### src/sopm_pkg.sv
// constants, types and decode functions shared by the sense-output pin mux
package sopm_pkg;

  // ***************************************************************
  // register map and widths
  // ***************************************************************
  localparam int unsigned SOPM_ADDR_W = 9;
  localparam int unsigned SOPM_DATA_W = 16;
  localparam int unsigned SOPM_LEVEL_W = 12;
  localparam int unsigned SOPM_NUM_PINS = 2;
  localparam logic [8:0] SOPM_FLAG_DIR_OFS = 9'h1C1;
  localparam logic [8:0] SOPM_FLAG_SRC_OFS = 9'h1C3;
  localparam logic [15:0] SOPM_FLAG_DIR_RST = 16'h0000;
  localparam logic [15:0] SOPM_FLAG_SRC_RST = 16'h0000;
  localparam logic [15:0] SOPM_RDATA_RST = 16'h0000;
  // flag bus line used by pin a; pin b uses the next line
  localparam int unsigned SOPM_FLAG_BIT0 = 10;

  // ***************************************************************
  // select and gain codes
  // ***************************************************************
  localparam logic [2:0] SOPM_SEL_CUR_LO = 3'h0;
  localparam logic [2:0] SOPM_SEL_CUR_HI = 3'h1;
  localparam logic [2:0] SOPM_SEL_REF = 3'h5;
  localparam logic [1:0] SOPM_GAIN_RST = 2'h0;
  localparam logic [1:0] SOPM_GAIN_1V33 = 2'h0;
  localparam logic [1:0] SOPM_GAIN_2V0 = 2'h1;
  localparam logic [1:0] SOPM_GAIN_3V0 = 2'h2;
  localparam logic [1:0] SOPM_GAIN_5V33 = 2'h3;

  // ***************************************************************
  // types
  // ***************************************************************
  typedef enum logic [3:0] {
    SOPM_SRC_NONE = 4'h1,
    SOPM_SRC_CUR_LO = 4'h2,
    SOPM_SRC_CUR_HI = 4'h4,
    SOPM_SRC_REF = 4'h8
  } sopm_src_e;

  typedef enum logic [3:0] {
    SOPM_MODE_ANA_OFF = 4'h1,
    SOPM_MODE_ANA_ON = 4'h2,
    SOPM_MODE_DIG_IN = 4'h4,
    SOPM_MODE_DIG_OUT = 4'h8
  } sopm_mode_e;

  typedef struct packed {
    logic [2:0] sel;
    logic ana_en;
    logic [1:0] gain;
    logic pin_fn;
    logic pin_dir;
    logic flag_src;
    logic flag_dir;
    logic flag_val;
  } sopm_pin_cfg_s;

  typedef struct packed {
    sopm_mode_e mode;
    sopm_src_e src;
    logic ana_drive;
    logic [1:0] gain;
    logic bias_shift;
    logic pin_out;
    logic pin_oe;
    logic flag_in;
  } sopm_pin_stat_s;

  localparam sopm_pin_stat_s SOPM_STAT_RST = '{
    mode: SOPM_MODE_ANA_OFF, src: SOPM_SRC_NONE, ana_drive: 1'b0, gain: SOPM_GAIN_RST,
    bias_shift: 1'b0, pin_out: 1'b0, pin_oe: 1'b0, flag_in: 1'b0};

  // ***************************************************************
  // decode functions
  // ***************************************************************
  // pin role from flag source/direction and per-pin function/direction
  function automatic sopm_mode_e sopm_mode_f(input sopm_pin_cfg_s c);
    sopm_mode_e m;
    m = SOPM_MODE_ANA_OFF;
    if (!c.flag_src && !c.pin_fn) begin
      m = c.ana_en ? SOPM_MODE_ANA_ON : SOPM_MODE_ANA_OFF;
    end else if (c.flag_src && !c.flag_dir && c.pin_fn && c.pin_dir) begin
      m = SOPM_MODE_DIG_OUT;
    end else if (c.pin_fn) begin
      // any other digital combination is safest as an input: buffer off
      m = SOPM_MODE_DIG_IN;
    end
    return m;
  endfunction

  // select code to measurement source, reserved codes drive nothing
  function automatic sopm_src_e sopm_src_f(input logic [2:0] sel);
    sopm_src_e s;
    s = SOPM_SRC_NONE;
    if (sel == SOPM_SEL_CUR_LO) begin
      s = SOPM_SRC_CUR_LO;
    end else if (sel == SOPM_SEL_CUR_HI) begin
      s = SOPM_SRC_CUR_HI;
    end else if (sel == SOPM_SEL_REF) begin
      s = SOPM_SRC_REF;
    end
    return s;
  endfunction

endpackage

### src/sopm_pin_ctl.sv
// per-pin analog/digital role control for one sense-output pin
`timescale 1ns/100ps
module sopm_pin_ctl (
  input wire logic clk_sys,
  input wire logic rst_b,
  input wire logic clk_en,
  input wire sopm_pkg::sopm_pin_cfg_s cfg,
  input wire logic pin_in,
  output sopm_pkg::sopm_pin_stat_s stat
);
  import sopm_pkg::*;

  typedef struct packed {
    logic sync1;
    logic sync2;
    sopm_pin_stat_s stat;
  } sopm_pin_state_s;

  sopm_pin_state_s state_q;
  sopm_pin_state_s state_d;
  sopm_mode_e mode;
  sopm_src_e src;

  // ***************************************************************
  // next state
  // ***************************************************************
  // decode role and source, then drive buffers from the decoded role
  always_comb begin
    mode = sopm_mode_f(cfg);
    src = sopm_src_f(cfg.sel);
    state_d = state_q;
    state_d.sync1 = pin_in;
    state_d.sync2 = state_q.sync1;
    state_d.stat.mode = mode;
    state_d.stat.src = (mode == SOPM_MODE_ANA_ON) ? src : SOPM_SRC_NONE;
    // reserved code leaves the analog path undriven
    state_d.stat.ana_drive = (mode == SOPM_MODE_ANA_ON) && (src != SOPM_SRC_NONE);
    state_d.stat.gain = cfg.gain;
    state_d.stat.bias_shift = cfg.gain[1]; // two highest gains shift by the bias
    state_d.stat.pin_oe = (mode == SOPM_MODE_DIG_OUT);
    state_d.stat.pin_out = (mode == SOPM_MODE_DIG_OUT) ? cfg.flag_val : 1'b0;
    // output buffer off and pin level handed to the flag bus
    state_d.stat.flag_in = (mode == SOPM_MODE_DIG_IN) ? state_q.sync2 : 1'b0;
  end

  // ***************************************************************
  // state register
  // ***************************************************************
  // clock enable low freezes everything, sync chain included
  always_ff @(posedge clk_sys) begin
    if (!rst_b) begin
      state_q <= '{sync1: 1'b0, sync2: 1'b0, stat: SOPM_STAT_RST};
    end else if (clk_en) begin
      state_q <= state_d;
    end
  end

  assign stat = state_q.stat;

endmodule

### src/sopm_top.sv
// sense-output pin mux: flag registers, comparator and two pin controllers
`timescale 1ns/100ps
module sopm_top #(
  parameter int unsigned LEVEL_W = sopm_pkg::SOPM_LEVEL_W
) (
  input wire logic clk_sys,
  input wire logic rst_b,
  input wire logic clk_en,
  input wire logic reg_wr_en,
  input wire logic reg_rd_en,
  input wire logic [sopm_pkg::SOPM_ADDR_W-1:0] reg_addr,
  input wire logic [sopm_pkg::SOPM_DATA_W-1:0] reg_wdata,
  output logic [sopm_pkg::SOPM_DATA_W-1:0] reg_rdata,
  input wire logic [2:0] first_pin_source_sel,
  input wire logic [2:0] second_pin_source_sel,
  input wire logic first_pin_analog_enable,
  input wire logic second_pin_analog_enable,
  input wire logic [1:0] out_amp_gain_code_a,
  input wire logic [1:0] out_amp_gain_code_b,
  input wire logic [1:0] pin_function_sel,
  input wire logic [1:0] pin_direction_sel,
  input wire logic [1:0] pin_flag_drive_value,
  input wire logic [LEVEL_W-1:0] sense_amp_level,
  input wire logic [LEVEL_W-1:0] neg_threshold_level,
  output logic negative_current_feedback,
  input wire logic sense_out_pin_a_in,
  output logic sense_out_pin_a_out,
  output logic sense_out_pin_a_oe,
  input wire logic sense_out_pin_b_in,
  output logic sense_out_pin_b_out,
  output logic sense_out_pin_b_oe,
  output sopm_pkg::sopm_pin_stat_s pin_a_stat,
  output sopm_pkg::sopm_pin_stat_s pin_b_stat,
  output logic [1:0] flag_bus_in
);
  import sopm_pkg::*;

  typedef struct packed {
    logic [SOPM_DATA_W-1:0] flag_pin_direction;
    logic [SOPM_DATA_W-1:0] flag_pin_source_select;
    logic [SOPM_DATA_W-1:0] rdata;
    logic neg_fb;
  } sopm_top_state_s;

  sopm_top_state_s state_q;
  sopm_top_state_s state_d;
  sopm_pin_cfg_s pin_cfg [SOPM_NUM_PINS];
  sopm_pin_stat_s pin_stat [SOPM_NUM_PINS];
  logic [SOPM_NUM_PINS-1:0] pin_raw_in;
  logic [2:0] sel_arr [SOPM_NUM_PINS];
  logic [1:0] gain_arr [SOPM_NUM_PINS];
  logic [SOPM_NUM_PINS-1:0] en_arr;

  // ***************************************************************
  // register access and comparator
  // ***************************************************************
  // reads answer one cycle later; unmapped reads return zero
  always_comb begin
    state_d = state_q;
    if (reg_wr_en) begin
      if (reg_addr == SOPM_FLAG_DIR_OFS) begin
        state_d.flag_pin_direction = reg_wdata;
      end else if (reg_addr == SOPM_FLAG_SRC_OFS) begin
        state_d.flag_pin_source_select = reg_wdata;
      end
    end
    if (reg_rd_en) begin
      if (reg_addr == SOPM_FLAG_DIR_OFS) begin
        state_d.rdata = state_q.flag_pin_direction;
      end else if (reg_addr == SOPM_FLAG_SRC_OFS) begin
        state_d.rdata = state_q.flag_pin_source_select;
      end else begin
        state_d.rdata = '0;
      end
    end
    // plain strict compare: equal levels read low, no hysteresis band
    state_d.neg_fb = (sense_amp_level > neg_threshold_level);
  end

  always_ff @(posedge clk_sys) begin
    if (!rst_b) begin
      state_q <= '{flag_pin_direction: SOPM_FLAG_DIR_RST, flag_pin_source_select: SOPM_FLAG_SRC_RST,
                   rdata: SOPM_RDATA_RST, neg_fb: 1'b0};
    end else if (clk_en) begin
      state_q <= state_d;
    end
  end

  // ***************************************************************
  // per-pin configuration and controllers
  // ***************************************************************
  // core-driven select, enable and gain gathered per pin
  assign sel_arr[0] = first_pin_source_sel;
  assign sel_arr[1] = second_pin_source_sel;
  assign gain_arr[0] = out_amp_gain_code_a;
  assign gain_arr[1] = out_amp_gain_code_b;
  assign en_arr = {second_pin_analog_enable, first_pin_analog_enable};
  assign pin_raw_in = {sense_out_pin_b_in, sense_out_pin_a_in};

  // digital level is chosen by the gain code, so the core must set 00 or 01 here
  for (genvar i = 0; i < SOPM_NUM_PINS; i++) begin : g_pin
    assign pin_cfg[i] = '{
      sel: sel_arr[i],
      ana_en: en_arr[i],
      gain: gain_arr[i],
      pin_fn: pin_function_sel[i],
      pin_dir: pin_direction_sel[i],
      flag_src: state_q.flag_pin_source_select[SOPM_FLAG_BIT0+i],
      flag_dir: state_q.flag_pin_direction[SOPM_FLAG_BIT0+i],
      flag_val: pin_flag_drive_value[i]};

    sopm_pin_ctl u_pin (
      .clk_sys(clk_sys),
      .rst_b(rst_b),
      .clk_en(clk_en),
      .cfg(pin_cfg[i]),
      .pin_in(pin_raw_in[i]),
      .stat(pin_stat[i])
    );

    assign flag_bus_in[i] = pin_stat[i].flag_in;
  end

  // ***************************************************************
  // outputs
  // ***************************************************************
  assign reg_rdata = state_q.rdata;
  assign negative_current_feedback = state_q.neg_fb;
  assign pin_a_stat = pin_stat[0];
  assign pin_b_stat = pin_stat[1];
  assign sense_out_pin_a_out = pin_stat[0].pin_out;
  assign sense_out_pin_a_oe = pin_stat[0].pin_oe;
  assign sense_out_pin_b_out = pin_stat[1].pin_out;
  assign sense_out_pin_b_oe = pin_stat[1].pin_oe;

endmodule

### config.mk
export PLATFORM = sky130hd
export DESIGN_NAME = sopm_top
export DESIGN_NICKNAME = d
export VERILOG_FILES = /design/src/sopm_pkg.sv /design/src/sopm_pin_ctl.sv /design/src/sopm_top.sv
export SDC_FILE = /design/constraint.sdc
export NUM_CORES = 1
export LEC_CHECK = 0
export ABC_CLOCK_PERIOD_IN_PS = 2400
export BUFFER_PORTS_ARGS = -buffer_cell sky130_fd_sc_hd__buf_4
export CAP_MARGIN = 10
export CORE_MARGIN = 3
export CORE_UTILIZATION = 30
export CTS_BUF_LIST = sky130_fd_sc_hd__clkbuf_2 sky130_fd_sc_hd__clkbuf_4 sky130_fd_sc_hd__clkbuf_8
export DETAILED_ROUTE_END_ITERATION = 10
export GPL_TIMING_DRIVEN = 0
export PLACE_DENSITY = 0.59
export SYNTH_ARGS = -nofsm -noshare
export SYNTH_HDL_FRONTEND = slang
export SYNTH_HIERARCHICAL = 1
export SYNTH_SLANG_ARGS = --single-unit
### constraint.sdc
create_clock -name clk_sys -period 2.4 [get_ports clk_sys]
set_input_delay 0.12 -clock clk_sys [delete_from_list [all_inputs] [get_ports clk_sys]]
set_output_delay 0.12 -clock clk_sys [all_outputs]
set_load 0.02 [all_outputs]
Word-level counts from Yosys, hierarchy flattened

Index checks and enable logic that the tools add are counted.

Register bits after elaboration: 83
Input bits: 74
Output and inout port bits: 53
Word-level logic and storage cells: 83

$lt $le $gt $ge: 1
Eq/ne operators: 14
Multiplexer cells: 22
Bitwise operators: 1
Reductions and logical operators: 21

Operators by type and width:

| cell                                                   | number |
|---|---|
| 2-to-1 mux 4 bit                                       | 12 |
| 2-to-1 mux 16 bit                                      | 2 |
| == test 9 bit (second input constant)                  | 2 |
| > comparator 12 bit                                    | 1 |
| logical AND 1 bit                                      | 10 |
| == test 4 x 2 -> 1 bit (second input constant)         | 2 |
| == test 4 x 3 -> 1 bit (second input constant)         | 2 |
| == test 4 bit (second input constant)                  | 2 |
| inequality test 4 x 1 -> 1 bit (second input constant) | 2 |
| == test 3 x 1 -> 1 bit (second input constant)         | 2 |
| == test 3 bit (second input constant)                  | 2 |
| logical NOT 1 bit                                      | 6 |
| logical NOT 3 bit                                      | 2 |
| 2-to-1 mux 3 bit                                       | 2 |
| 2-to-1 mux 1 bit                                       | 4 |
| 2-to-1 mux 2 bit                                       | 2 |
| AND reduction 4 bit                                    | 1 |
| AND reduction 3 bit                                    | 1 |
| AND reduction 2 bit                                    | 1 |
| NOT 1 bit                                              | 1 |

Depth between registers and ports, before layout

Gate-level depths: netlist of run 1.

Depth in word-level cells: 8
Depth in mapped cells: 7
Depth with buffers taken out: 7

By module

The synthesis of run 1 kept the hierarchy.

Modules (own cells, without submodules):

| module       | times used | cells an instance | area an instance (um^2) |
|---|---|---|---|
| sopm_top     | 1          | 261               | 2,534.9 |
| sopm_pin_ctl | 2          | 79                | 787.0 |

Least setup slack after synthesis of run 1

OpenSTA, ideal clock, no wires.

Path kind: input port to flip-flop
From: in reg_addr[5] in the netlist's numbering
To: reg state_q, in the netlist pin_cfg[13]
Data arrival time: 1.631 ns
Required time: 2.284 ns
Setup slack: 0.653 ns
Stages on the path: 5
Path through: or4_4 nor4_4 buf_8 mux2i_1 nor2b_1

Longest elaborated chain between the ends: 3
Elaborated cells on any way between the ends: 4
Classes of those cells: eq/ne: 2; bitwise: 1; reduce/logical: 1

Ends and longest elaborated chain:

| item                            | line           | source |
|---|---|---|
| start, declared                 | sopm_top.sv:11 | `input wire logic [sopm_pkg::SOPM_ADDR_W-1:0] reg_addr,` |
| == test 9 bit                   | sopm_top.sv:61 | `if (reg_addr == SOPM_FLAG_DIR_OFS) begin` |
| NOT 1 bit (no line)             | n/a            |  |
| AND reduction 4 bit (no line) * | n/a            |  |
| end signal, assigned            | sopm_top.sv:82 | `state_q <= '{flag_pin_direction: SOPM_FLAG_DIR_RST, flag_pin_source_select: SOPM_FLAG_SRC_RST,` |
| end signal, assigned            | sopm_top.sv:85 | `state_q <= state_d;` |
| end, declared                   | sopm_top.sv:45 | `sopm_top_state_s state_q;` |

Mark *: on every way between the ends. The rest lies on a longest branch, timed or not.
A chain may end at the register's enable or synchronous reset.

Worst setup path after layout of run 1

From: in reg_addr[5] in the netlist's numbering
To: reg state_q[36] in the netlist's numbering

Longest elaborated chain between the ends: 2

Ends and longest elaborated chain:

| item                          | line |
|---|---|
| == test 9 bit                 | sopm_top.sv:61 |
| AND reduction 3 bit (no line) | n/a |

No other way between the ends.

==> summary.md, run 1 <==
| Metric | Value |
|---|---|
| Synth cell types | `44` |
| Hold buffer count at cts | `5` |
| Clk buf depth | `2` |
| Hold endpoint | `pin_cfg[13]` |
| RR Startpoint | `pin_cfg[2]` |
| # diodes | `0` |
| Vias per inst | `4.403` |
| Ys Warns | `6` |
| Worst rel slew slack | `47.34%` |
| RSZ-0062 raised after global routing | `no` |
| Cell Pwr Density | `479.6 nW/um^2` |
| Mapped cell area | `4109 sq um` |
| GPL Wtd Cong | `0.7661` |
| Reg-to-reg slack, setup | `1100 ps` |
| CP required | `2660 ps` |
| CP Class | `in -> reg` |
| Vias in the first global route | `3223` |
| Max Freq | `585.7 MHz` |
| Nets | `646` |
| Largest net degree at the start of global routing | `23` |
| DR WL/cell | `13.53 um` |
| Routed wire length | `9995 um` |
| Port-buffer cells | `125` |
| Ranking of synthesized cells by area | `dfxtp_1 (39%), mux2i_1 (14%), buf_4 (9.9%)` |
| CTS sink cnt | `81` |
| Sequential-to-total area share from yosys stat | `39.46%` |
| Initial core utilization | `30.91%` |
| Area share of the leading cell type in the synthesized netlist | `39.46%` |
| Clock Skews | `5.971 ps` |
| Hold_sp | `reg_wdata[10]` |
| Status | `complete, no violations` |
| Synth Instances | `419` |
| Postcts setup bufs | `0` |
| Worst Hold Class | `in -> reg` |
| CP Max Fanout | `10` |
| Filler cell count | `1346` |
| H-Tree Depth | `3` |
| WHS Path Cells | `3` |
| Max Slew Vio Count | `0` |
| Synthesis-to-layout area growth | `33.65%` |
| GRT Residual Overflow | `0` |
| Max cap viols | `0` |
| 1st-pass router iterations | `4` |
| Syn Nets | `505` |
| Placement Rows | `42` |
| Mean post-synth cell area | `9.807 sq um` |
| Clk_lat worst skew | `370 ps` |
| DP HPWL | `7625 um` |
| Setup Total Neg Slack | `0 ps` |
| Number of I/O pins | `127` |
| Layout cells sized above 1 | `37.48%` |
| CTS tree | `built` |
| Post-synth ARST share | `0%` |
| Die area | `15140 sq um` |
| Pleak | `0.002361 uW` |
| GRT Overall Usage | `13.55%` |
| Area leader, netlist | `dfxtp_1` |
| Root Driver | `clkbuf_8` |
| Fin. Hold Viols | `0` |
| Setup violation total in the final timing report | `0` |
| Via count | `3254` |
| CTS buffer count | `9` |
| Critical Path AT | `1960 ps` |
| Final core occ | `41.30%` |
| Post-route minimum period | `1707 ps` |
| Vert. Die Dim | `123.0 um` |
| Fin crit share | `71.14%` |
| Reg2reg path depth | `2` |
| Top_reg_cell synth | `dfxtp_1` |
| CP startpoint kind | `primary input` |
| Reg2reg end | `g_pin[1].u_pin/stat[7]` |
| DRC Markers | `0` |
| #FFs+latches synth | `81` |
| Chip width | `123.0 um` |
| Antenna violations before repair | `0` |
| Detail Route Antenna Nets | `0` |
| Peak VDD IR | `0.4701 mV` |
| Iter 0 DRT Violations | `127` |
| Worst slew pin tran | `789.9 ps` |
| Clock transition at path regs | `80 ps` |
| Power Total | `2634 uW` |
| First-pass GRT wire length | `15850 um` |
| Setup crit end kind | `flip-flop` |
| Post-CTS sizing | `0` |
| EDFF count, synth | `0` |
| Core Footprint | `13300 sq um` |
-- state kept, by name, summed over array words and instances (netlist names) --
register                   flops
g_pin.u_pin/stat              28
state_q                       28
reg_rdata                     16
pin_cfg                        4
g_pin.u_pin/state_d            2
g_pin.u_pin/state_q            2
negative_current_feedback      1
-- worst max-delay path: stages --
cell	delay [ps]
buf_4	110
or4_4	570
nor4_4	640
buf_8	250
mux2i_1	210
nor2b_1	60
-- cells by family after synthesis --
family                     after synthesis  share of synthesized area [%]
AOI/OAI and AO/OA                       51                          8.100
adders and majority gates               12                          3.654
buffers and inverters                   91                          13.98
DFF                                     81                          39.46
muxes                                   56                          13.64
and+or+nand+nor                        128                          21.16
-- synthesized netlist by cell type (3+ instances only) --
cell type / count
nand3b_1: 10
a21oi_1: 4
o21ai_1: 16
clkbuf_1: 8
inv_1: 20
nand2b_1: 3
buf_4: 54
nand3_1: 4
o22ai_1: 4
o2bb2ai_1: 6
nand2_1: 17
and2_1: 16
nor2b_1: 47
o21ai_0: 6
ha_1: 12
buf_2: 6
dfxtp_1: 81
mux2i_1: 56
nand4_1: 7
nand4bb_1: 4
-- cells in the final DEF (no fill, tap or decap), types with 5 or more instances in the layout --
cell type / count
clkbuf_1: 8
clkbuf_8: 11
nor2b_1: 47
nand4_1: 7
dfxtp_1: 81
buf_4: 179
o21ai_0: 6
o21ai_1: 16
mux2i_1: 56
ha_1: 12
inv_1: 20
nand2_1: 17
nand3b_1: 10
and2_1: 16
o2bb2ai_1: 6
dlygate4sd3_1: 5
buf_2: 6
-- routing by layer --
metal | vias to the layer above | global-route usage (%) | share of wire [%] | routed length [um]
met4 | 0 | 3.806 | 1.3 | 129
met2 | 73 | 23.03 | 49 | 4907
met1 | 1495 | 16.33 | 44 | 4413
met3 | 9 | 4.575 | 5.4 | 544
li1 | 1677 | - | - | -
met5 | - | 0 | 0 | 0
-- power by group --
| part | total, uW | leakage (uW) | switching (uW) | internal, uW |
|---|---|---|---|---|
| Sequential | 1370 | 0.000655 | 8.91 | 1360 |
| Clock | 925 | 0.0000929 | 468 | 457 |
| Combinational | 340 | 0.00161 | 153 | 187 |
| Total | 2630 | 0.00236 | 630 | 2000 |
-- cell type report --
class	count	area, sq um	area share [%]
Multi-Input combinational cell	247	1913	34.84
Buffer	70	495.5	9.023
Timing Repair Buffer	130	988.4	18.00
Inverter	21	78.83	1.435
Sequential cell	81	1622	29.53
Clock buffer	14	173.9	3.167
Tap cell	176	220.2	4.010
-- stage by stage --
| stage | cells | setup slack (ps) | instance area [sq um] | hold slack, ps |
|---|---|---|---|---|
| 2_1_floorplan | 419 | 652.7 | 4109 | 289.4 |
| 3_3_place_gp | 720 | 298.4 | 5268 | 382.9 |
| 3_5_place_dp | 720 | 263.7 | 5268 | 391.5 |
| 4_1_cts | 739 | 690.1 | 5492 | 0.5351 |
| 5_1_grt | 739 | 577.2 | 5492 | 17.00 |
| 6_report | 739 | 692.7 | 5492 | 23.31 |
-- worst max path at each step --
stage                 from          end  slack, ps  depth (start not counted)
2_1_floorplan  reg_addr[5]  pin_cfg[13]        650                          5
3_3_place_gp   reg_addr[5]  state_q[42]        300                          6
3_5_place_dp   reg_addr[5]  state_q[45]        260                          6
4_1_cts        reg_addr[5]  state_q[45]        690                          6
5_1_grt        reg_addr[5]  state_q[39]        580                          6
6_report       reg_addr[5]  state_q[36]        690                          6
No activity file was read; power rests on OpenSTA's default activity.
==> inputs of run 2 (changes only) <==
ABC_CLOCK_PERIOD_IN_PS = 1400   (was 2400)
PLACE_DENSITY = 0.6   (was 0.59)
clock period = 1.4 ns   (was 2.4 ns; I/O delays follow)
==> summary.md, run 2 (synthesized netlist as in run 1, its figures left out) <==
| Metric | Value |
|---|---|
| Status | `complete, no violations` |
| Initial core utilization | `30.91%` |
| DP HPWL | `7591 um` |
| Clock transition at path regs | `80 ps` |
| Fin. Hold Viols | `0` |
| Nets | `674` |
| # diodes | `0` |
| Iter 0 DRT Violations | `139` |
| Fin crit share | `95.49%` |
| Setup violation total in the final timing report | `0` |
| DR WL/cell | `13.43 um` |
| Worst slew pin tran | `782.1 ps` |
| Cell Pwr Density | `824.6 nW/um^2` |
| Chip width | `123.0 um` |
| CP required | `1700 ps` |
| Pleak | `0.002525 uW` |
| Setup Total Neg Slack | `0 ps` |
| Peak VDD IR | `0.3472 mV` |
| Port-buffer cells | `125` |
| Power Total | `4831 uW` |
| Routed wire length | `10310 um` |
| Worst rel slew slack | `47.86%` |
| Detail Route Antenna Nets | `0` |
| Most frequent cells in the layout | `buf_4 (181), dfxtp_1 (81), mux2i_1 (55)` |
| Vert. Die Dim | `123.0 um` |
| Max Freq | `748.1 MHz` |
| Pre-CTS setup slack | `-718.6 ps` |
| Clk_lat worst skew | `360 ps` |
| CP startpoint kind | `primary input` |
| CP Max Fanout | `10` |
| Root Driver | `clkbuf_8` |
| Metal3 WL | `451 um` |
| RSZ-0062 raised after global routing | `no` |
| Die area | `15140 sq um` |
| Final worst slack | `63.21 ps` |
| Via count | `3411` |
| P_sw | `1128 uW` |
| Clock Skews | `5.558 ps` |
| Vias per inst | `4.441` |
| Register share of total power | `48.5%` |
| Top sig layer | `met4` |
| Setup crit end kind | `flip-flop` |
| Vias in the first global route | `3283` |
| Worst Hold Class | `in -> reg` |
| Gate power share | `13.2%` |
| GPL Wtd Cong | `0.7282` |
| First-pass GRT wire length | `16060 um` |
| Placement Rows | `42` |
| H-Tree Depth | `3` |
| Cells along the critical path | `buf_4 -> or4_4 -> or3_4 -> clkbuf_8 -> buf_6 -> o21ai_1 -> and2_1` |
| Max cap viols | `0` |
| Crit path max-delay cell type | `or4_4` |
| Max Slew Vio Count | `0` |
| DRC Markers | `0` |
| Synthesis-to-layout area growth | `42.57%` |
| Switching portion of total power | `23.35%` |
| Layout cells sized above 1 | `37.33%` |
| Biggest cell delay along the critical path | `570 ps` |
| Largest net degree at the start of global routing | `23` |
| Clock power share | `38.2%` |
| Number of I/O pins | `127` |
| 1st-pass router iterations | `4` |
| Met2 wire length | `5131 um` |
| Commonest non-fill, non-tap cell in the layout | `buf_4` |
| M1 WL | `4580 um` |
| Antenna violations before repair | `0` |
| Int Power | `3703 uW` |
| Core Footprint | `13300 sq um` |
| Critical Path AT | `1640 ps` |
| GRT Overall Usage | `13.65%` |
| CP Class | `in -> reg` |
| CTS tree | `built` |
| CTS buffer count | `9` |
| CTS sink cnt | `81` |
| Post-route minimum period | `1337 ps` |
| Clk buf depth | `2` |
| GRT Residual Overflow | `0` |
run 2: changes by cell type in the layout (fill, tap and decap cells not counted), sizes merged:
cell and change:
buf +4, bufinv +1, clkinv +1, dlygate4sd3 +23
run 2: power groups by stage:
stage / clock, uW / sequential, uW / combinational, uW
after floorplan: 0 / 2400 / 285
after global placement: 0 / 2400 / 567
final: 1850 / 2350 / 639
after CTS: 1910 / 2350 / 645
after detailed placement: 0 / 2400 / 581
after global routing: 2010 / 2350 / 702
run 2: layout make-up:
cell class                 count  area [sq um]
fill                        1312          7437
inverter                      21         78.83
buffer                        70         516.7
timing repair buffer         158          1281
tap                          176         220.2
clock buffer                  13         178.9
clock inverter                 2         35.03
multi-input combinational    247          1926
sequential                    81          1622
run 2: metal layers:
layer / GRT usage [%] / vias to the layer above
met4: 4.983 / 0
met1: 16.68 / 1598
li1: - / 1728
met3: 2.425 / 12
met5: 0 / -
met2: 23.98 / 73
run 2: path summary, 6_finish.rpt:
check / from / endpoint / slack (ps) / depth (start not counted)
max: reg_addr[5] / reg_rdata[10] / 60 / 7
min: pin_function_sel[0] / g_pin[0].u_pin/stat[2] / 40 / 3
max reg2reg: pin_cfg[2] / g_pin[1].u_pin/stat[7] / 110 / 2
min reg2reg: g_pin[0].u_pin/stat[14] / g_pin[0].u_pin/stat[14] / 460 / 2
run 2: worst max-delay path: cells and delay by family:
| family | cells | cell delay (ps) |
|---|---|---|
| compound gates | 1 | 110 |
| buf+inv | 3 | 410 |
| simple gates | 3 | 1040 |
run 2: per-stage QoR:
step | hold WS (ps) | instances | cell area (sq um) | util, %
after floorplan | 239.4 | 419 | 4125 | -
after global placement | 332.2 | 720 | 5284 | 39.74
after detailed placement | 340.7 | 720 | 5284 | 39.74
after CTS | 12.39 | 767 | 5808 | 43.69
after global routing | 43.25 | 768 | 5858 | 44.06
final | 39.22 | 768 | 5858 | 44.06
run 2: repair_timing:
action / in CTS / in global routing
setup buffers: 4 / 0
gates resized for setup: 0 / 6
hold buffers: 28 / 0
hold endpoints to repair: 42 / 0
gates cloned: 0 / 1
pin swaps: 2 / 1
endpoints found under the setup margin: 31 / 9
==> inputs of run 3 (changes only) <==
CORE_MARGIN = 2   (was 3)
HOLD_SLACK_MARGIN = 0.08   (was default)
==> summary.md, run 3 (synthesized netlist as in run 1, its figures left out) <==
| Metric | Value |
|---|---|
| Status | `complete, no violations` |
| Filler cell count | `1305` |
| Initial core utilization | `30.91%` |
| Largest net degree at the start of global routing | `23` |
| Setup crit end kind | `flip-flop` |
| Antenna violations before repair | `0` |
| Worst rel slew slack | `44.54%` |
| Via count | `3447` |
| GRT Residual Overflow | `0` |
| Cells along the critical path | `dlygate4sd3_1 -> buf_4 -> nand4b_1 -> dlygate4sd3_1 -> o21ai_0` |
| Biggest cell delay along the critical path | `570 ps` |
| Synthesis-to-layout area growth | `44.43%` |
| GPL Wtd Cong | `0.7263` |
| CP Max Fanout | `9` |
| Met2 wire length | `5253 um` |
| GRT Overall Usage | `14.78%` |
| RR Startpoint | `pin_cfg[2]` |
| Clk buf depth | `2` |
| Clock transition at path regs | `80 ps` |
| DRC Markers | `0` |
| Layout cells sized above 1 | `36.03%` |
| Iter 0 DRT Violations | `104` |
| First-pass GRT wire length | `16860 um` |
| Final Instance Count excl. Fillers | `781` |
| Reg2reg path depth | `2` |
| DP Cell Count | `720` |
| Peak VDD IR | `0.6001 mV` |
| Metal3 WL | `491 um` |
| Clock Skews | `8.192 ps` |
| CP startpoint kind | `primary input` |
| DR WL/cell | `13.46 um` |
| Pleak | `0.002546 uW` |
| Post-route minimum period | `1344 ps` |
| Top sig layer | `met4` |
| CP Class | `in -> reg` |
| Pre-CTS setup slack | `-678.7 ps` |
| WP buf/inv | `3` |
| Fin. Hold Viols | `0` |
| Vias in the first global route | `3492` |
| Reg-to-reg slack, setup | `130 ps` |
| Reg2reg end | `g_pin[1].u_pin/stat[7]` |
| CP delay by family, top | `buffers and inverters` |
| Chip width | `121.0 um` |
| Port-buffer cells | `125` |
| Max cap viols | `0` |
| Power Total | `4822 uW` |
| CTS tree | `built` |
| Hold_sp | `rst_b` |
| Commonest non-fill, non-tap cell in the layout | `buf_4` |
| Worst Hold Class | `in -> reg` |
| Critical path's most frequent cell | `dlygate4sd3_1` |
| H-Tree Depth | `3` |
| Placement Rows | `42` |
| 1st-pass router iterations | `4` |
| CP required | `1700 ps` |
| WHS Path Cells | `3` |
| Setup violation total in the final timing report | `0` |
| CTS buffer count | `9` |
| Cell Pwr Density | `812.6 nW/um^2` |
| Routed wire length | `10520 um` |
| Die area | `14650 sq um` |
| Hold endpoint | `g_pin[0].u_pin/stat[0]` |
| Vert. Die Dim | `121.0 um` |
| CTS sink cnt | `81` |
| Detail Route Antenna Nets | `0` |
| Number of I/O pins | `127` |
| Number of cells on the critical path | `5` |
| Critical Path AT | `1650 ps` |
| Root Driver | `clkbuf_8` |
| Clk_lat worst skew | `370 ps` |
| Fin crit share | `96.01%` |
| Crit path max-delay cell type | `dlygate4sd3_1` |
| Nets | `686` |
| DP HPWL | `7606 um` |
| Max Slew Vio Count | `0` |
| Core Footprint | `13300 sq um` |
| M1 WL | `4636 um` |
| Final worst slack | `55.93 ps` |
| Setup Total Neg Slack | `0 ps` |
| Most frequent cells in the layout | `buf_4 (183), dfxtp_1 (81), mux2i_1 (56)` |
| RSZ-0062 raised after global routing | `no` |
| Vias per inst | `4.414` |
| # diodes | `0` |
| Worst slew pin tran | `831.8 ps` |
| Max Freq | `744.0 MHz` |
==> run 3: cell count changes in the layout (fill, tap and decap cells not counted), sizes merged <==
cell         delta
dlygate4sd3    +13
clkinvlp        +1
clkinv          +1
clkbuf          -2
==> run 3: worst max path at each step <==
| stage | start | end | slack, ps |
|---|---|---|---|
| 4_1_cts | reg_addr[5] | state_q[19] | 20 |
| 3_3_place_gp | reg_addr[5] | state_q[42] | -630 |
| 5_1_grt | pin_function_sel[0] | g_pin[0].u_pin/stat[10] | 9 |
| 3_5_place_dp | reg_addr[5] | state_q[39] | -680 |
| 2_1_floorplan | reg_addr[5] | pin_cfg[13] | -300 |
| 6_report | pin_function_sel[0] | g_pin[0].u_pin/stat[10] | 60 |
==> run 3: where the power goes <==
part	internal (uW)	total [uW]	leakage, uW	switching (uW)
registers	2330	2350	0.000655	15.6
clock network	942	1810	0.000106	870
logic	383	664	0.00179	281
total	3660	4820	0.00255	1170
==> run 3: worst min-delay path, delay by kind of cell <==
kind	cells	cell delay, ps
buf+inv	1	190
compound gates	1	60
simple gates	1	110
==> run 3: timing repair <==
item,in CTS,in global routing
hold endpoints to repair,59,0
resized for setup,0,0
hold buffers,41,0
setup endpoints to repair,27,12
buffers inserted,4,0
pin swaps,2,1
==> run 3: area by class of cell <==
cell class | instances | area (sq um) | area share (%)
Timing Repair Buffer | 170 | 1379 | 23.23
Tap cell | 176 | 220.2 | 3.711
Clock buffer | 12 | 158.9 | 2.678
Inverter | 21 | 78.83 | 1.328
Buffer | 70 | 511.7 | 8.623
Multi-Input combinational cell | 247 | 1913 | 32.24
Clock inverter | 4 | 51.30 | 0.8644
Sequential cell | 81 | 1622 | 27.32
==> run 3: metal layers <==
metal,GRT usage [%],vias to the layer above
met4,4.360,0
met3,4.511,12
met1,16.90,1603
met5,0,-
li1,-,1759
met2,26.33,73
==> run 3: stage by stage <==
step                utilization (%)  hold WS [ps]  instance area [sq um]
floorplan                         -         239.4                   4125
global placement              39.74         332.2                   5284
detailed placement            39.74         346.9                   5284
CTS                           44.64         95.60                   5934
global route                  44.64         112.7                   5934
finish                        44.64         115.0                   5934
